==> src/rtl/mifd_pkg.sv <==
/*
  mifd_pkg: constants, register map, opcode patterns and carrier types
  for the instruction field decoder.
  assumes: included before every rtl file of the decoder; no imports.
*/
package mifd_pkg;

  // ------------------------------------------------------------------
  // instruction cycle timing
  // ------------------------------------------------------------------
  localparam int CYCLE_PERIODS = 4; // oscillator periods per cycle
  localparam logic [1:0] CYC_ONE = 2'h1;
  localparam logic [1:0] CYC_TWO = 2'h2;

  // ------------------------------------------------------------------
  // register map (byte offsets on the plain register port)
  // ------------------------------------------------------------------
  localparam logic [7:0] REG_CTRL = 8'h00; // bit0 decode enable
  localparam logic [7:0] REG_BANK = 8'h04; // bank_select_reg
  localparam logic [7:0] REG_TABLE_PTR = 8'h08; // table_pointer
  localparam logic [7:0] REG_STATUS = 8'h0c; // decoder state
  localparam logic [7:0] REG_WORD = 8'h10; // last emitted word
  localparam int CTRL_EN_BIT = 0;
  localparam logic CTRL_EN_RST = 1'b1;
  localparam int BANK_W = 4;
  localparam int TABLE_PTR_W = 21;
  localparam int STAT_WAIT_BIT = 24;
  localparam int STAT_ERR_BIT = 25;

  // ------------------------------------------------------------------
  // word layout and bank selection
  // ------------------------------------------------------------------
  localparam logic [3:0] NIB_SECOND = 4'hf; // top nibble, second word
  localparam logic [3:0] NIB_CTRL = 4'he; // call/goto nibble
  localparam int DEST_BIT = 9;
  localparam int ACCESS_BIT = 8;
  localparam logic [3:0] ACCESS_LO_BANK = 4'h0;
  localparam logic [3:0] ACCESS_HI_BANK = 4'hf;

  // ------------------------------------------------------------------
  // opcode patterns, matched with casez
  // ------------------------------------------------------------------
  localparam logic [15:0] PAT_ADD = 16'b0010_01??_????_????;
  localparam logic [15:0] PAT_ADDC = 16'b0010_00??_????_????;
  localparam logic [15:0] PAT_DECSZ = 16'b0010_11??_????_????;
  localparam logic [15:0] PAT_DECSNZ = 16'b0100_11??_????_????;
  localparam logic [15:0] PAT_AND = 16'b0001_01??_????_????;
  localparam logic [15:0] PAT_COMP = 16'b0001_11??_????_????;
  localparam logic [15:0] PAT_CLR = 16'b0110_101?_????_????;
  localparam logic [15:0] PAT_CPEQ = 16'b0110_001?_????_????;
  localparam logic [15:0] PAT_CPGT = 16'b0110_010?_????_????;
  localparam logic [15:0] PAT_CPLT = 16'b0110_000?_????_????;
  localparam logic [15:0] PAT_FILE_MOVE = 16'b1100_????_????_????;
  localparam logic [15:0] PAT_GOTO = 16'b1110_1111_????_????;
  localparam logic [15:0] PAT_CALL = 16'b1110_110?_????_????;
  localparam logic [15:0] PAT_RET = 16'b0000_0000_0001_00??;
  localparam logic [15:0] PAT_REL_BRANCH = 16'b1101_0???_????_????;
  localparam logic [15:0] PAT_LIT = 16'b0000_1???_????_????;
  localparam logic [15:0] PAT_SECOND = 16'b1111_????_????_????;

  // ------------------------------------------------------------------
  // status flag masks, order {c, dc, z, ov, n}
  // ------------------------------------------------------------------
  localparam logic [4:0] FLG_ARITH = 5'h1f;
  localparam logic [4:0] FLG_ZN = 5'h05;
  localparam logic [4:0] FLG_Z = 5'h04;
  localparam logic [4:0] FLG_NONE = 5'h00;

  // ------------------------------------------------------------------
  // carrier types
  // ------------------------------------------------------------------
  typedef enum logic [16:0] {
    OP_NOP = 17'h00001, OP_ADD = 17'h00002, OP_ADDC = 17'h00004,
    OP_AND = 17'h00008, OP_COMP = 17'h00010, OP_CLR = 17'h00020,
    OP_CPEQ = 17'h00040, OP_CPGT = 17'h00080, OP_CPLT = 17'h00100,
    OP_DECSZ = 17'h00200, OP_DECSNZ = 17'h00400, OP_FILE_MOVE = 17'h00800,
    OP_GOTO = 17'h01000, OP_CALL = 17'h02000, OP_RET = 17'h04000,
    OP_REL_BRANCH = 17'h08000, OP_OTHER = 17'h10000
  } mifd_op_t;

  typedef enum logic [1:0] {
    SEQ_FIRST = 2'b01, // expecting an opening word
    SEQ_SECOND = 2'b10 // expecting the 1111 second word
  } mifd_seq_t;

  typedef struct packed {
    logic [7:0] file_addr; // byte/bit file address
    logic dest_file; // d bit
    logic bank_sel; // a bit
    logic [2:0] bit_pos; // bit number
    logic [7:0] literal; // low byte immediate
    logic [10:0] branch_off; // relative offset
    logic fast; // s bit
  } mifd_fields_t;

endpackage

==> src/rtl/mifd_decoder.sv <==
/*
  mifd_decoder: instruction field decoder of an 8-bit core.
  assumes: program memory presents a word with instr_valid after
  fetch_req; the register port master follows the plain strobe protocol.
*/
// Implementation choices: the address map and the address-and-strobe port.
`timescale 1ns/1ps
`default_nettype none
module mifd_decoder #(
  parameter int ADDR_W = 8,
  parameter int PERIODS = mifd_pkg::CYCLE_PERIODS
) (
  // clock and reset
  input wire logic clk,
  input wire logic sys_rst,
  // program memory
  output logic fetch_req,
  input wire logic [15:0] instr_word,
  input wire logic instr_valid,
  // register port
  input wire logic [ADDR_W-1:0] reg_addr,
  input wire logic [31:0] reg_wdata,
  input wire logic reg_wr,
  input wire logic reg_rd,
  output logic [31:0] reg_rdata,
  // decode results
  output logic dec_valid,
  output mifd_pkg::mifd_op_t dec_op,
  output mifd_pkg::mifd_fields_t dec_fields,
  output logic [11:0] dec_file_addr,
  output logic [11:0] dec_src_addr,
  output logic [11:0] dec_dst_addr,
  output logic [19:0] dec_target,
  output logic dec_result_to_file,
  output logic [4:0] dec_flag_mask,
  output logic dec_skip_cond,
  output logic [1:0] dec_cycles,
  // shadow register control
  output logic shadow_save,
  output logic shadow_restore,
  // table access
  output logic [mifd_pkg::TABLE_PTR_W-1:0] table_pointer
);

  // refuse an address port too narrow for the map
  if (ADDR_W < 5) begin : g_chk
    $error("ADDR_W must be at least 5");
  end

  // ------------------------------------------------------------------
  // opcode classifier
  // ------------------------------------------------------------------
  function automatic mifd_pkg::mifd_op_t classify(input logic [15:0] w);
    mifd_pkg::mifd_op_t op;
    op = mifd_pkg::OP_OTHER;
    casez (w)
      mifd_pkg::PAT_ADD: op = mifd_pkg::OP_ADD;
      mifd_pkg::PAT_ADDC: op = mifd_pkg::OP_ADDC;
      mifd_pkg::PAT_DECSZ: op = mifd_pkg::OP_DECSZ;
      mifd_pkg::PAT_DECSNZ: op = mifd_pkg::OP_DECSNZ;
      mifd_pkg::PAT_AND: op = mifd_pkg::OP_AND;
      mifd_pkg::PAT_COMP: op = mifd_pkg::OP_COMP;
      mifd_pkg::PAT_CLR: op = mifd_pkg::OP_CLR;
      mifd_pkg::PAT_CPEQ: op = mifd_pkg::OP_CPEQ;
      mifd_pkg::PAT_CPGT: op = mifd_pkg::OP_CPGT;
      mifd_pkg::PAT_CPLT: op = mifd_pkg::OP_CPLT;
      mifd_pkg::PAT_FILE_MOVE: op = mifd_pkg::OP_FILE_MOVE;
      mifd_pkg::PAT_GOTO: op = mifd_pkg::OP_GOTO;
      mifd_pkg::PAT_CALL: op = mifd_pkg::OP_CALL;
      mifd_pkg::PAT_RET: op = mifd_pkg::OP_RET;
      mifd_pkg::PAT_REL_BRANCH: op = mifd_pkg::OP_REL_BRANCH;
      mifd_pkg::PAT_LIT: op = mifd_pkg::OP_OTHER;
      mifd_pkg::PAT_SECOND: op = mifd_pkg::OP_NOP;
      default: op = mifd_pkg::OP_OTHER;
    endcase
    return op;
  endfunction

  // ------------------------------------------------------------------
  // state
  // ------------------------------------------------------------------
  logic cyc_first; // first period of a cycle
  logic cyc_last; // last period of a cycle
  logic [15:0] pend_word_ff; // word waiting for the cycle end
  logic pend_ff; // pend_word_ff holds a word
  logic [15:0] first_word_ff; // opening word of a pair
  mifd_pkg::mifd_seq_t seq_ff; // two-word sequence state
  mifd_pkg::mifd_seq_t nxt_seq;
  logic ctrl_en_ff; // decode enable
  logic [mifd_pkg::BANK_W-1:0] bank_select_reg_ff;
  logic [mifd_pkg::TABLE_PTR_W-1:0] table_pointer_ff;
  logic err_ff; // sticky: pair broken by a bad word
  logic [15:0] last_word_ff; // word behind the last result

  // combinational decode
  logic decode_now; // cycle end with a word in hand
  logic open_pair; // word opens a two-word pair
  logic close_pair; // word completes a pair
  logic break_pair; // second word missing its 1111 nibble
  logic emit; // a result goes out this cycle
  logic [15:0] emit_word; // word whose fields are reported
  mifd_pkg::mifd_op_t word_op; // class of the pending word
  mifd_pkg::mifd_op_t emit_op; // class reported
  mifd_pkg::mifd_fields_t emit_fields;

  // ------------------------------------------------------------------
  // submodules
  // ------------------------------------------------------------------
  mifd_phase_gen #(
    .PERIODS(PERIODS)
  ) u_phase (
    .clk(clk),
    .sys_rst(sys_rst),
    .cyc_first(cyc_first),
    .cyc_last(cyc_last)
  );

  mifd_field_split u_split (
    .word(emit_word),
    .fields(emit_fields)
  );

  // ------------------------------------------------------------------
  // pair handling
  // ------------------------------------------------------------------
  always_comb begin
    decode_now = cyc_last && pend_ff && ctrl_en_ff;
    word_op = classify(pend_word_ff);
    open_pair = 1'b0;
    close_pair = 1'b0;
    break_pair = 1'b0;
    nxt_seq = seq_ff;
    case (seq_ff)
      mifd_pkg::SEQ_FIRST: begin
        // file moves, jumps and calls wait for their second word
        if (decode_now && (word_op == mifd_pkg::OP_FILE_MOVE ||
            word_op == mifd_pkg::OP_GOTO || word_op == mifd_pkg::OP_CALL)) begin
          open_pair = 1'b1;
          nxt_seq = mifd_pkg::SEQ_SECOND;
        end
      end
      mifd_pkg::SEQ_SECOND: begin
        if (decode_now) begin
          close_pair = (pend_word_ff[15:12] == mifd_pkg::NIB_SECOND);
          break_pair = !close_pair;
          nxt_seq = mifd_pkg::SEQ_FIRST;
        end
      end
      default: nxt_seq = mifd_pkg::SEQ_FIRST;
    endcase
    emit = decode_now && !open_pair;
    // a completed pair reports the opening word's operands
    emit_word = close_pair ? first_word_ff : pend_word_ff;
    if (close_pair) begin
      emit_op = classify(first_word_ff);
    end else if (break_pair) begin
      emit_op = mifd_pkg::OP_NOP; // broken pair is dropped
    end else begin
      emit_op = word_op;
    end
  end

  // ------------------------------------------------------------------
  // fetch request, once per instruction cycle
  // ------------------------------------------------------------------
  always_ff @(posedge clk or posedge sys_rst) begin
    if (sys_rst) begin
      fetch_req <= 1'b0;
    end else begin
      fetch_req <= cyc_first && ctrl_en_ff;
    end
  end

  // ------------------------------------------------------------------
  // incoming word holding register
  // ------------------------------------------------------------------
  always_ff @(posedge clk or posedge sys_rst) begin
    if (sys_rst) begin
      pend_word_ff <= 16'h0000;
      pend_ff <= 1'b0;
    end else if (instr_valid) begin
      // a new word wins over the consume
      pend_word_ff <= instr_word;
      pend_ff <= 1'b1;
    end else if (decode_now) begin
      pend_ff <= 1'b0;
    end
  end

  // ------------------------------------------------------------------
  // two-word sequence
  // ------------------------------------------------------------------
  always_ff @(posedge clk or posedge sys_rst) begin
    if (sys_rst) begin
      seq_ff <= mifd_pkg::SEQ_FIRST;
      first_word_ff <= 16'h0000;
    end else begin
      seq_ff <= nxt_seq;
      if (open_pair) begin
        first_word_ff <= pend_word_ff;
      end
    end
  end

  // ------------------------------------------------------------------
  // decoded outputs, loaded at the end of the cycle
  // ------------------------------------------------------------------
  always_ff @(posedge clk or posedge sys_rst) begin
    if (sys_rst) begin
      dec_valid <= 1'b0;
      dec_op <= mifd_pkg::OP_NOP;
      dec_fields <= '0;
      dec_file_addr <= 12'h000;
      dec_src_addr <= 12'h000;
      dec_dst_addr <= 12'h000;
      dec_target <= 20'h00000;
      dec_result_to_file <= 1'b0;
      dec_flag_mask <= mifd_pkg::FLG_NONE;
      dec_skip_cond <= 1'b0;
      dec_cycles <= mifd_pkg::CYC_ONE;
      last_word_ff <= 16'h0000;
    end else begin
      dec_valid <= emit;
      if (emit) begin
        dec_op <= emit_op;
        dec_fields <= emit_fields;
        last_word_ff <= emit_word;
        // bank choice for the 8-bit address
        if (emit_fields.bank_sel) begin
          dec_file_addr <= {bank_select_reg_ff, emit_fields.file_addr};
        end else if (emit_fields.file_addr[7]) begin
          dec_file_addr <= {mifd_pkg::ACCESS_HI_BANK, emit_fields.file_addr};
        end else begin
          dec_file_addr <= {mifd_pkg::ACCESS_LO_BANK, emit_fields.file_addr};
        end
        // operands carried across both words
        dec_src_addr <= first_word_ff[11:0];
        dec_dst_addr <= pend_word_ff[11:0];
        dec_target <= {pend_word_ff[11:0], first_word_ff[7:0]};
        // destination select only for ops that have a d bit
        case (emit_op)
          mifd_pkg::OP_ADD, mifd_pkg::OP_ADDC, mifd_pkg::OP_AND,
          mifd_pkg::OP_COMP, mifd_pkg::OP_DECSZ, mifd_pkg::OP_DECSNZ: begin
            dec_result_to_file <= emit_fields.dest_file;
          end
          mifd_pkg::OP_CLR: begin
            dec_result_to_file <= 1'b1;
          end
          default: begin
            dec_result_to_file <= 1'b0;
          end
        endcase
        // status flags each op may change
        case (emit_op)
          mifd_pkg::OP_ADD, mifd_pkg::OP_ADDC: begin
            dec_flag_mask <= mifd_pkg::FLG_ARITH;
          end
          mifd_pkg::OP_AND, mifd_pkg::OP_COMP: begin
            dec_flag_mask <= mifd_pkg::FLG_ZN;
          end
          mifd_pkg::OP_CLR: begin
            dec_flag_mask <= mifd_pkg::FLG_Z;
          end
          default: begin
            dec_flag_mask <= mifd_pkg::FLG_NONE;
          end
        endcase
        // skip candidates; the ALU decides the outcome
        case (emit_op)
          mifd_pkg::OP_CPEQ, mifd_pkg::OP_CPGT, mifd_pkg::OP_CPLT: begin
            dec_skip_cond <= 1'b1;
          end
          mifd_pkg::OP_DECSZ, mifd_pkg::OP_DECSNZ: begin
            dec_skip_cond <= 1'b1;
          end
          default: begin
            dec_skip_cond <= 1'b0;
          end
        endcase
        // base cycle count, before any skip is taken
        case (emit_op)
          mifd_pkg::OP_FILE_MOVE, mifd_pkg::OP_GOTO, mifd_pkg::OP_CALL,
          mifd_pkg::OP_RET, mifd_pkg::OP_REL_BRANCH: begin
            dec_cycles <= mifd_pkg::CYC_TWO;
          end
          default: begin
            dec_cycles <= mifd_pkg::CYC_ONE;
          end
        endcase
      end
    end
  end

  // ------------------------------------------------------------------
  // shadow register strobes, one cycle each
  // ------------------------------------------------------------------
  always_ff @(posedge clk or posedge sys_rst) begin
    if (sys_rst) begin
      shadow_save <= 1'b0;
      shadow_restore <= 1'b0;
    end else begin
      // s=0 keeps both low; s=1 fires the matching strobe
      shadow_save <= emit && emit_op == mifd_pkg::OP_CALL &&
                     emit_fields.fast;
      shadow_restore <= emit && emit_op == mifd_pkg::OP_RET &&
                        emit_fields.fast;
    end
  end

  // ------------------------------------------------------------------
  // sticky broken-pair flag; a set beats a clear
  // ------------------------------------------------------------------
  always_ff @(posedge clk or posedge sys_rst) begin
    if (sys_rst) begin
      err_ff <= 1'b0;
    end else if (break_pair) begin
      err_ff <= 1'b1;
    end else if (reg_wr && reg_addr == ADDR_W'(mifd_pkg::REG_STATUS) &&
                 reg_wdata[mifd_pkg::STAT_ERR_BIT]) begin
      err_ff <= 1'b0; // write one to clear
    end
  end

  // ------------------------------------------------------------------
  // software-written registers
  // ------------------------------------------------------------------
  always_ff @(posedge clk or posedge sys_rst) begin
    if (sys_rst) begin
      ctrl_en_ff <= mifd_pkg::CTRL_EN_RST;
      bank_select_reg_ff <= '0;
      table_pointer_ff <= '0;
    end else if (reg_wr) begin
      case (reg_addr)
        ADDR_W'(mifd_pkg::REG_CTRL): begin
          ctrl_en_ff <= reg_wdata[mifd_pkg::CTRL_EN_BIT];
        end
        ADDR_W'(mifd_pkg::REG_BANK): begin
          bank_select_reg_ff <= reg_wdata[mifd_pkg::BANK_W-1:0];
        end
        ADDR_W'(mifd_pkg::REG_TABLE_PTR): begin
          table_pointer_ff <= reg_wdata[mifd_pkg::TABLE_PTR_W-1:0];
        end
        default: begin
          // unmapped or read-only: ignored
        end
      endcase
    end
  end

  assign table_pointer = table_pointer_ff;

  // ------------------------------------------------------------------
  // read data, one cycle after the strobe; zero otherwise
  // ------------------------------------------------------------------
  always_ff @(posedge clk or posedge sys_rst) begin
    if (sys_rst) begin
      reg_rdata <= 32'h0000_0000;
    end else if (reg_rd) begin
      case (reg_addr)
        ADDR_W'(mifd_pkg::REG_CTRL): reg_rdata <= {31'h0, ctrl_en_ff};
        ADDR_W'(mifd_pkg::REG_BANK): reg_rdata <= {28'h0, bank_select_reg_ff};
        ADDR_W'(mifd_pkg::REG_TABLE_PTR): reg_rdata <= {11'h0, table_pointer_ff};
        ADDR_W'(mifd_pkg::REG_STATUS): begin
          reg_rdata <= {6'h0, err_ff, (seq_ff == mifd_pkg::SEQ_SECOND),
                        7'h0, dec_op};
        end
        ADDR_W'(mifd_pkg::REG_WORD): reg_rdata <= {16'h0, last_word_ff};
        default: reg_rdata <= 32'h0000_0000;
      endcase
    end else begin
      reg_rdata <= 32'h0000_0000;
    end
  end

endmodule
`default_nettype wire

==> src/rtl/mifd_field_split.sv <==
/*
  mifd_field_split: pulls the operand fields out of one 16-bit word.
  assumes: purely combinational; the caller picks which word to split.
*/
`timescale 1ns/1ps
`default_nettype none
module mifd_field_split (
  // word in
  input wire logic [15:0] word,
  // fields out
  output mifd_pkg::mifd_fields_t fields
);
  // ------------------------------------------------------------------
  // field extraction
  // ------------------------------------------------------------------
  assign fields.file_addr = word[7:0];
  assign fields.dest_file = word[mifd_pkg::DEST_BIT];
  assign fields.bank_sel = word[mifd_pkg::ACCESS_BIT];
  assign fields.bit_pos = word[11:9];
  assign fields.literal = word[7:0];
  assign fields.branch_off = word[10:0];
  // call keeps s next to its opcode, returns keep it in bit 0
  assign fields.fast = (word[15:12] == mifd_pkg::NIB_CTRL) ?
                       word[8] : word[0];
endmodule
`default_nettype wire

==> src/rtl/mifd_phase_gen.sv <==
/*
  mifd_phase_gen: counts oscillator periods inside one instruction cycle.
  assumes: clk is the oscillator; sys_rst asynchronous, active high.
*/
`timescale 1ns/1ps
`default_nettype none
module mifd_phase_gen #(
  parameter int PERIODS = mifd_pkg::CYCLE_PERIODS
) (
  // clock and reset
  input wire logic clk,
  input wire logic sys_rst,
  // phase marks
  output logic cyc_first,
  output logic cyc_last
);
  localparam int CW = $clog2(PERIODS);

  // refuse cycles the counter cannot express
  if (PERIODS < 2) begin : g_chk
    $error("PERIODS must be at least 2");
  end

  logic [CW-1:0] phase_ff; // period index in the cycle

  // ------------------------------------------------------------------
  // period counter, wraps every instruction cycle
  // ------------------------------------------------------------------
  always_ff @(posedge clk or posedge sys_rst) begin
    if (sys_rst) begin
      phase_ff <= '0;
    end else if (phase_ff == CW'(PERIODS - 1)) begin
      phase_ff <= '0;
    end else begin
      phase_ff <= phase_ff + CW'(1);
    end
  end

  assign cyc_first = (phase_ff == '0);
  assign cyc_last = (phase_ff == CW'(PERIODS - 1));
endmodule
`default_nettype wire

==> config.mk <==
export PLATFORM = sky130hd
export DESIGN_NAME = mifd_decoder
export DESIGN_NICKNAME = d
export VERILOG_FILES = /design/src/rtl/mifd_pkg.sv /design/src/rtl/mifd_decoder.sv /design/src/rtl/mifd_field_split.sv /design/src/rtl/mifd_phase_gen.sv
export SDC_FILE = /design/constraint.sdc
export NUM_CORES = 1
export LEC_CHECK = 0
export BUFFER_PORTS_ARGS = -buffer_cell sky130_fd_sc_hd__clkbuf_2
export CORE_MARGIN = 1.5
export CORE_UTILIZATION = 45
export DETAILED_ROUTE_END_ITERATION = 8
export PLACE_DENSITY = 0.81
export SLEW_MARGIN = 40
export SYNTH_ARGS = -nofsm -noshare
export SYNTH_HDL_FRONTEND = slang
export SYNTH_SLANG_ARGS = --single-unit
==> constraint.sdc <==
create_clock -name clk -period 12.1 [get_ports clk]
set_input_delay 2.42 -clock clk [delete_from_list [all_inputs] [get_ports clk]]
set_output_delay 2.42 -clock clk [all_outputs]
set_load 0.005 [all_outputs]
==> metrics.csv, run 1 <==
metric,value,unit
first drt pass iteration count,7,
Fin. Hold Viols,0,
Resized cells post-CTS,0,
reg2reg path depth,6,
Min-Delay Path Depth,1,
Setup crit end kind,flop,
CTS tree,done,
H-tree depth,4,
Fmax,212,MHz
core area,16700,sq um
Max Root-Sink Buffers,2,
ys async rst share,1.00,
sequential area share after synthesis,0.518,
Buf/Inv on CP,1,
overall routed net length,20700,microns
DRC,0,
clk_skew,0.0106,ns
slowest CP cell,and3b_1,
post-placement cell area,8440,sq um
reg2reg end,dec_dst_addr[1],
die width,134,microns
leakage power,4.53,nW
initial DRC count,490,
Tmin final,4.71,ns
GRT met2 Usage,0.376,
Worst Hold Class,flop to flop,
WHS Endpoint,u_phase.phase_ff[0],
max-cap violation count,0,
Post-synth EDFFs,0,
Critical Path RT,12.41,ns
CP Cell Sequence,clkbuf_2 -> or4_1 -> nor3_1 -> and3b_1 -> nand2_2 -> mux2_2,
grt total ovfl,0,
setup bufs post-CTS,0,
placer's final routability congestion estimate,0.954,
Util after Layout,0.541,
Die H,134,microns
"flops & latches, synth",160,
register area,4010,sq um
# clock sinks,160,
pwr dens,146,nW/um^2
Hold Buf Count CTS,0,
startpoint types,input pin,
status,completed,
Post-Layout Cell Count,1036,
Vias/cell,5.64,
Critical Path AT,5.01,ns
post-route cell area,9040,sq um
GR Util met3,0.0563,
dpl ws,6.92,ns
CP top delay family,simple AND/OR/NAND/NOR gates,
unrepaired setup endpoints after global routing,false,
Layout Nets,866,
Rel. slew slack,0.460,
Hold Crit Start,u_phase.phase_ff[0],
Setup TNS,0,ns
final hold slack,0.468,ns
"Slew Viols, Final",0,
FP Rows,47,
"commonest cells after routing, fill and taps aside","clkbuf_2, dfrtp_1, mux2_2, nand2_1, a21oi_1",
GRT Overall Usage,0.236,
fin crit share,0.389,
initial antenna violation count,0,
CP Max Fanout,21,
Die ar.,18000,sq um
via count,5842,
Routed wire per std cell,20.0,microns
"reg-to-reg slack, setup",8.97,ns
Final setup viols,0,
first-pass GRT wire length,32400,microns
"commonest non-fill, non-tap cell in the layout",clkbuf_2,
worst setup margin,7.39,ns
vias in the first global route,5701,
M1 GR Usage,0.320,
Syn Inst Count,674,
clock latency at the later pin of the worst-skew pair,0.43,ns
port bufs,213,
maximum single-stage delay on the critical path,0.73,ns
CP Class,input pin to flop,
Final HPWL DP,15000,microns
global-route layer with the greatest usage,met2,
syn_area_per_cell,11.5,sq um
Clock Pin Slew Worst Setup and Hold Paths,0.06,ns
I/O pin total,233,
layout cells sized above 1,0.442,
Ys Warns,0,
area occupied by multi-input gates,3000,sq um
slew of the pin with the lowest slew margin,0.810,ns
Num CTS Buffers,17,
Fill cells,1467,
top_reg_cell synth,dfrtp_1,
n_diodes,0,
Netlist cell types,66,
synthesis-to-layout area growth,16.7,%
dpl cells,1004,
largest net degree at the start of global routing,99,
Root Buffer,clkbuf_16,
peak supply drop,0.0997,mV
Starting Density,0.464,
Reg2Reg Launch Point,pend_word_ff[13],
post-route ant nets,0,
Total Power,1.32,mW
post-synthesis cell area,7740,sq um
-- routing by layer --
metal  vias up  wire length, microns
li1       2629                     -
met1      2876                  8900
met2       313                  9820
met3        24                  1650
met4         0                   347
met5         -                     0
-- power breakdown --
group	internal (mW)	leakage [nW]	switching, mW
combinational	0.0782	2.10	0.0779
clock	0.307	0.279	0.225
sequential	0.573	2.14	0.0553
total	0.958	4.53	0.358
-- sequential cells by signal, summed over array words and instances, names as in the netlist, 2 cells and up --
register and cells:
dec_op 17, u_phase.phase_ff 2, seq_ff 2, dec_flag_mask 3, dec_file_addr 4, pend_word_ff 16
table_pointer 21, dec_src_addr 12, dec_dst_addr 12, bank_select_reg_ff 4, first_word_ff 16, reg_rdata 23
last_word_ff 5, dec_cycles 2, dec_fields 12
-- cell type report --
type                       instances  share of cell area
clock buffer                      18              0.0475
clock inverter                    14              0.0173
inverter                          12             0.00582
multi-input combinational        394               0.332
sequential                       160               0.444
tap                              220              0.0305
timing repair buffer             218               0.123
-- synth_stat cells, types with 10 or more instances --
| master | n | area share |
|---|---|---|
| and3_1 | 12 | 0.0097 |
| clkbuf_1 | 28 | 0.014 |
| inv_1 | 12 | 0.0058 |
| nand4_1 | 11 | 0.0089 |
| a222oi_1 | 15 | 0.019 |
| a21oi_1 | 30 | 0.019 |
| mux2_2 | 92 | 0.13 |
| buf_4 | 73 | 0.071 |
| dfrtp_1 | 156 | 0.50 |
| buf_2 | 11 | 0.0071 |
| nand3_1 | 10 | 0.0065 |
| nor2_1 | 21 | 0.010 |
| a31oi_1 | 11 | 0.0089 |
| nand2_1 | 39 | 0.019 |
| mux2i_1 | 10 | 0.013 |
| o21ai_0 | 25 | 0.016 |
-- logic make-up (layout without fill, tap and decap cells) --
family / Yosys count / in the layout / share of synthesized area
other: 1 / 9 / 0.000484
flip-flops: 160 / 160 / 0.518
XOR/XNOR: 2 / 2 / 0.00226
AO/OA/AOI/OAI: 121 / 121 / 0.108
AND/OR/NAND/NOR: 151 / 151 / 0.108
buffers and inverters: 128 / 262 / 0.102
adder cells (fa/ha/maj): 2 / 2 / 0.00323
multiplexers: 109 / 109 / 0.158
-- how the worst max path moves through the flow --
stage / startpoint / endpoint / slack (ns) / cells after the start
after floorplan: sys_rst / bank_select_reg_ff[0] / 5.37 / 1
after detailed placement: reg_addr[0] / table_pointer[11] / 6.92 / 6
after CTS: reg_addr[0] / table_pointer[11] / 7.38 / 6
after global placement: reg_addr[0] / table_pointer[13] / 6.64 / 6
after global routing: reg_addr[0] / table_pointer[6] / 7.19 / 6
final: reg_addr[0] / table_pointer[11] / 7.39 / 6
Note: power is estimated with default switching activity, not from simulation.
==> inputs of run 2 (changes only) <==
- clock period: 12.1 -> 4.8 ns (I/O delays scaled with it)
==> run 2 against run 1 <==
Via count is 0.51% higher. Worst setup slack worse by 5.7 ns. Count of clock-buffer cells in the layout stayed put. Design area is 0.62% higher. Sequential power grew to 2.5 times the previous value. Clock skew is 0.0031 ns lower. Largest power group unchanged.
==> metrics.csv, run 2 (synthesized netlist as in run 1, its figures left out) <==
metric,value,unit
synthesis-to-layout area growth,17.4,%
Vias/cell,5.66,
"commonest cells after routing, fill and taps aside","clkbuf_2, dfrtp_1, mux2_2, nand2_1, a21oi_1",
Routed wire per std cell,20.0,microns
largest net degree at the start of global routing,126,
max FFs per register,23,
overall routed net length,20800,microns
fin crit share,0.654,
Util after Layout,0.544,
initial DRC count,449,
core area,16700,sq um
layout cells sized above 1,0.441,
GRT Overall Usage,0.237,
reg2reg end,dec_op[3],
clk_skew,0.00749,ns
"reg-to-reg slack, setup",1.66,ns
Critical Path AT,3.46,ns
die width,134,microns
n_diodes,0,
FP Rows,47,
Switching Share,0.267,
CP Class,flop to flop,
setup bufs post-CTS,0,
largest reg by FF count,reg_rdata,
Fin. Hold Viols,0,
Fill cells,1433,
vias in the first global route,5555,
# clock sinks,160,
Setup TNS,0,ns
CP Max Fanout,39,
Max Root-Sink Buffers,2,
Tmin final,3.14,ns
DRC,0,
port bufs,213,
Rel. slew slack,0.429,
Die ar.,18000,sq um
Num CTS Buffers,17,
slew of the pin with the lowest slew margin,0.857,ns
"commonest non-fill, non-tap cell in the layout",clkbuf_2,
first drt pass iteration count,6,
Resized cells post-CTS,0,
dpl cells,1005,
I/O pin total,233,
Clock Pin Slew Worst Setup and Hold Paths,0.06,ns
reg2reg path depth,6,
Root Buffer,clkbuf_16,
Flop pwr share,0.471,
pwr dens,371,nW/um^2
status,completed,
clock latency at the later pin of the worst-skew pair,0.43,ns
Critical Path RT,5.12,ns
final hold slack,0.457,ns
Worst Hold Class,input pin to async pin,
via count,5872,
first-pass GRT wire length,32400,microns
max-cap violation count,0,
placer's final routability congestion estimate,0.922,
post-route ant nets,0,
Comb power frac,0.116,
Starting Density,0.464,
H-tree depth,4,
grt total ovfl,0,
Fmax,318,MHz
Post-Layout Cell Count,1038,
CTS tree,done,
NetSw,0.901,mW
Hold Buf Count CTS,0,
Setup crit end kind,flop,
"Slew Viols, Final",0,
Layout Nets,868,
Pint,2.47,mW
Reg2Reg Launch Point,pend_word_ff[12],
Clk pwr share,0.413,
unrepaired setup endpoints after global routing,false,
startpoint types,flop,
leakage power,4.55,nW
peak supply drop,0.253,mV
Final HPWL DP,14700,microns
Final setup viols,0,
Die H,134,microns
initial antenna violation count,0,
run 2: how the worst max path moves through the flow:
stage                     start  cells past startpoint  slack [ns]               endpoint
2_1_floorplan           sys_rst                      1        1.81  bank_select_reg_ff[0]
3_3_place_gp        reg_addr[0]                      6        1.45      table_pointer[13]
3_5_place_dp        reg_addr[0]                      6        1.57           reg_rdata[1]
4_1_cts        pend_word_ff[13]                      6        1.69        dec_src_addr[8]
5_1_grt        pend_word_ff[13]                      6        1.43              dec_op[1]
6_report       pend_word_ff[12]                      6        1.66              dec_op[3]
run 2: cell type report:
type / instances / area (sq um) / area share
Clock inverter: 14 / 181 / 0.0200
Sequential cell: 160 / 4010 / 0.441
Timing Repair Buffer: 220 / 1160 / 0.127
Tap cell: 220 / 275 / 0.0303
Clock buffer: 18 / 429 / 0.0472
Multi-Input combinational cell: 394 / 2990 / 0.329
Inverter: 12 / 48.8 / 0.00537
run 2: metrics by stage:
stage	power, mW	area (sq um)	setup WS (ns)
after floorplan	1.88	7780	1.81
after global placement	1.99	8450	1.45
after detailed placement	2.01	8460	1.57
after CTS	3.39	9070	1.69
after global routing	3.52	9090	1.43
final	3.37	9090	1.66
run 2: layer usage:
metal / track usage / wire (microns)
met1: 0.329 / 8930
met5: 0 / 0
met2: 0.372 / 9810
met3: 0.0556 / 1720
met4: 0.0681 / 328
run 2: power by group through the flow:
stage               Clock, mW  Sequential (mW)  Combinational (mW)
detailed placement          0             1.61               0.396
CTS                      1.41             1.59               0.398
global route             1.47             1.60               0.439
floorplan                   0             1.54               0.341
finish                   1.39             1.59               0.392
global placement            0             1.61               0.388
run 2: critical path, cell delays in order (launching register included):
cell	delay, ns
dfrtp_1	0.83
nor2b_1	0.22
and3_1	0.27
o221a_2	0.35
nor2_4	0.63
buf_12	0.30
mux2_2	0.37
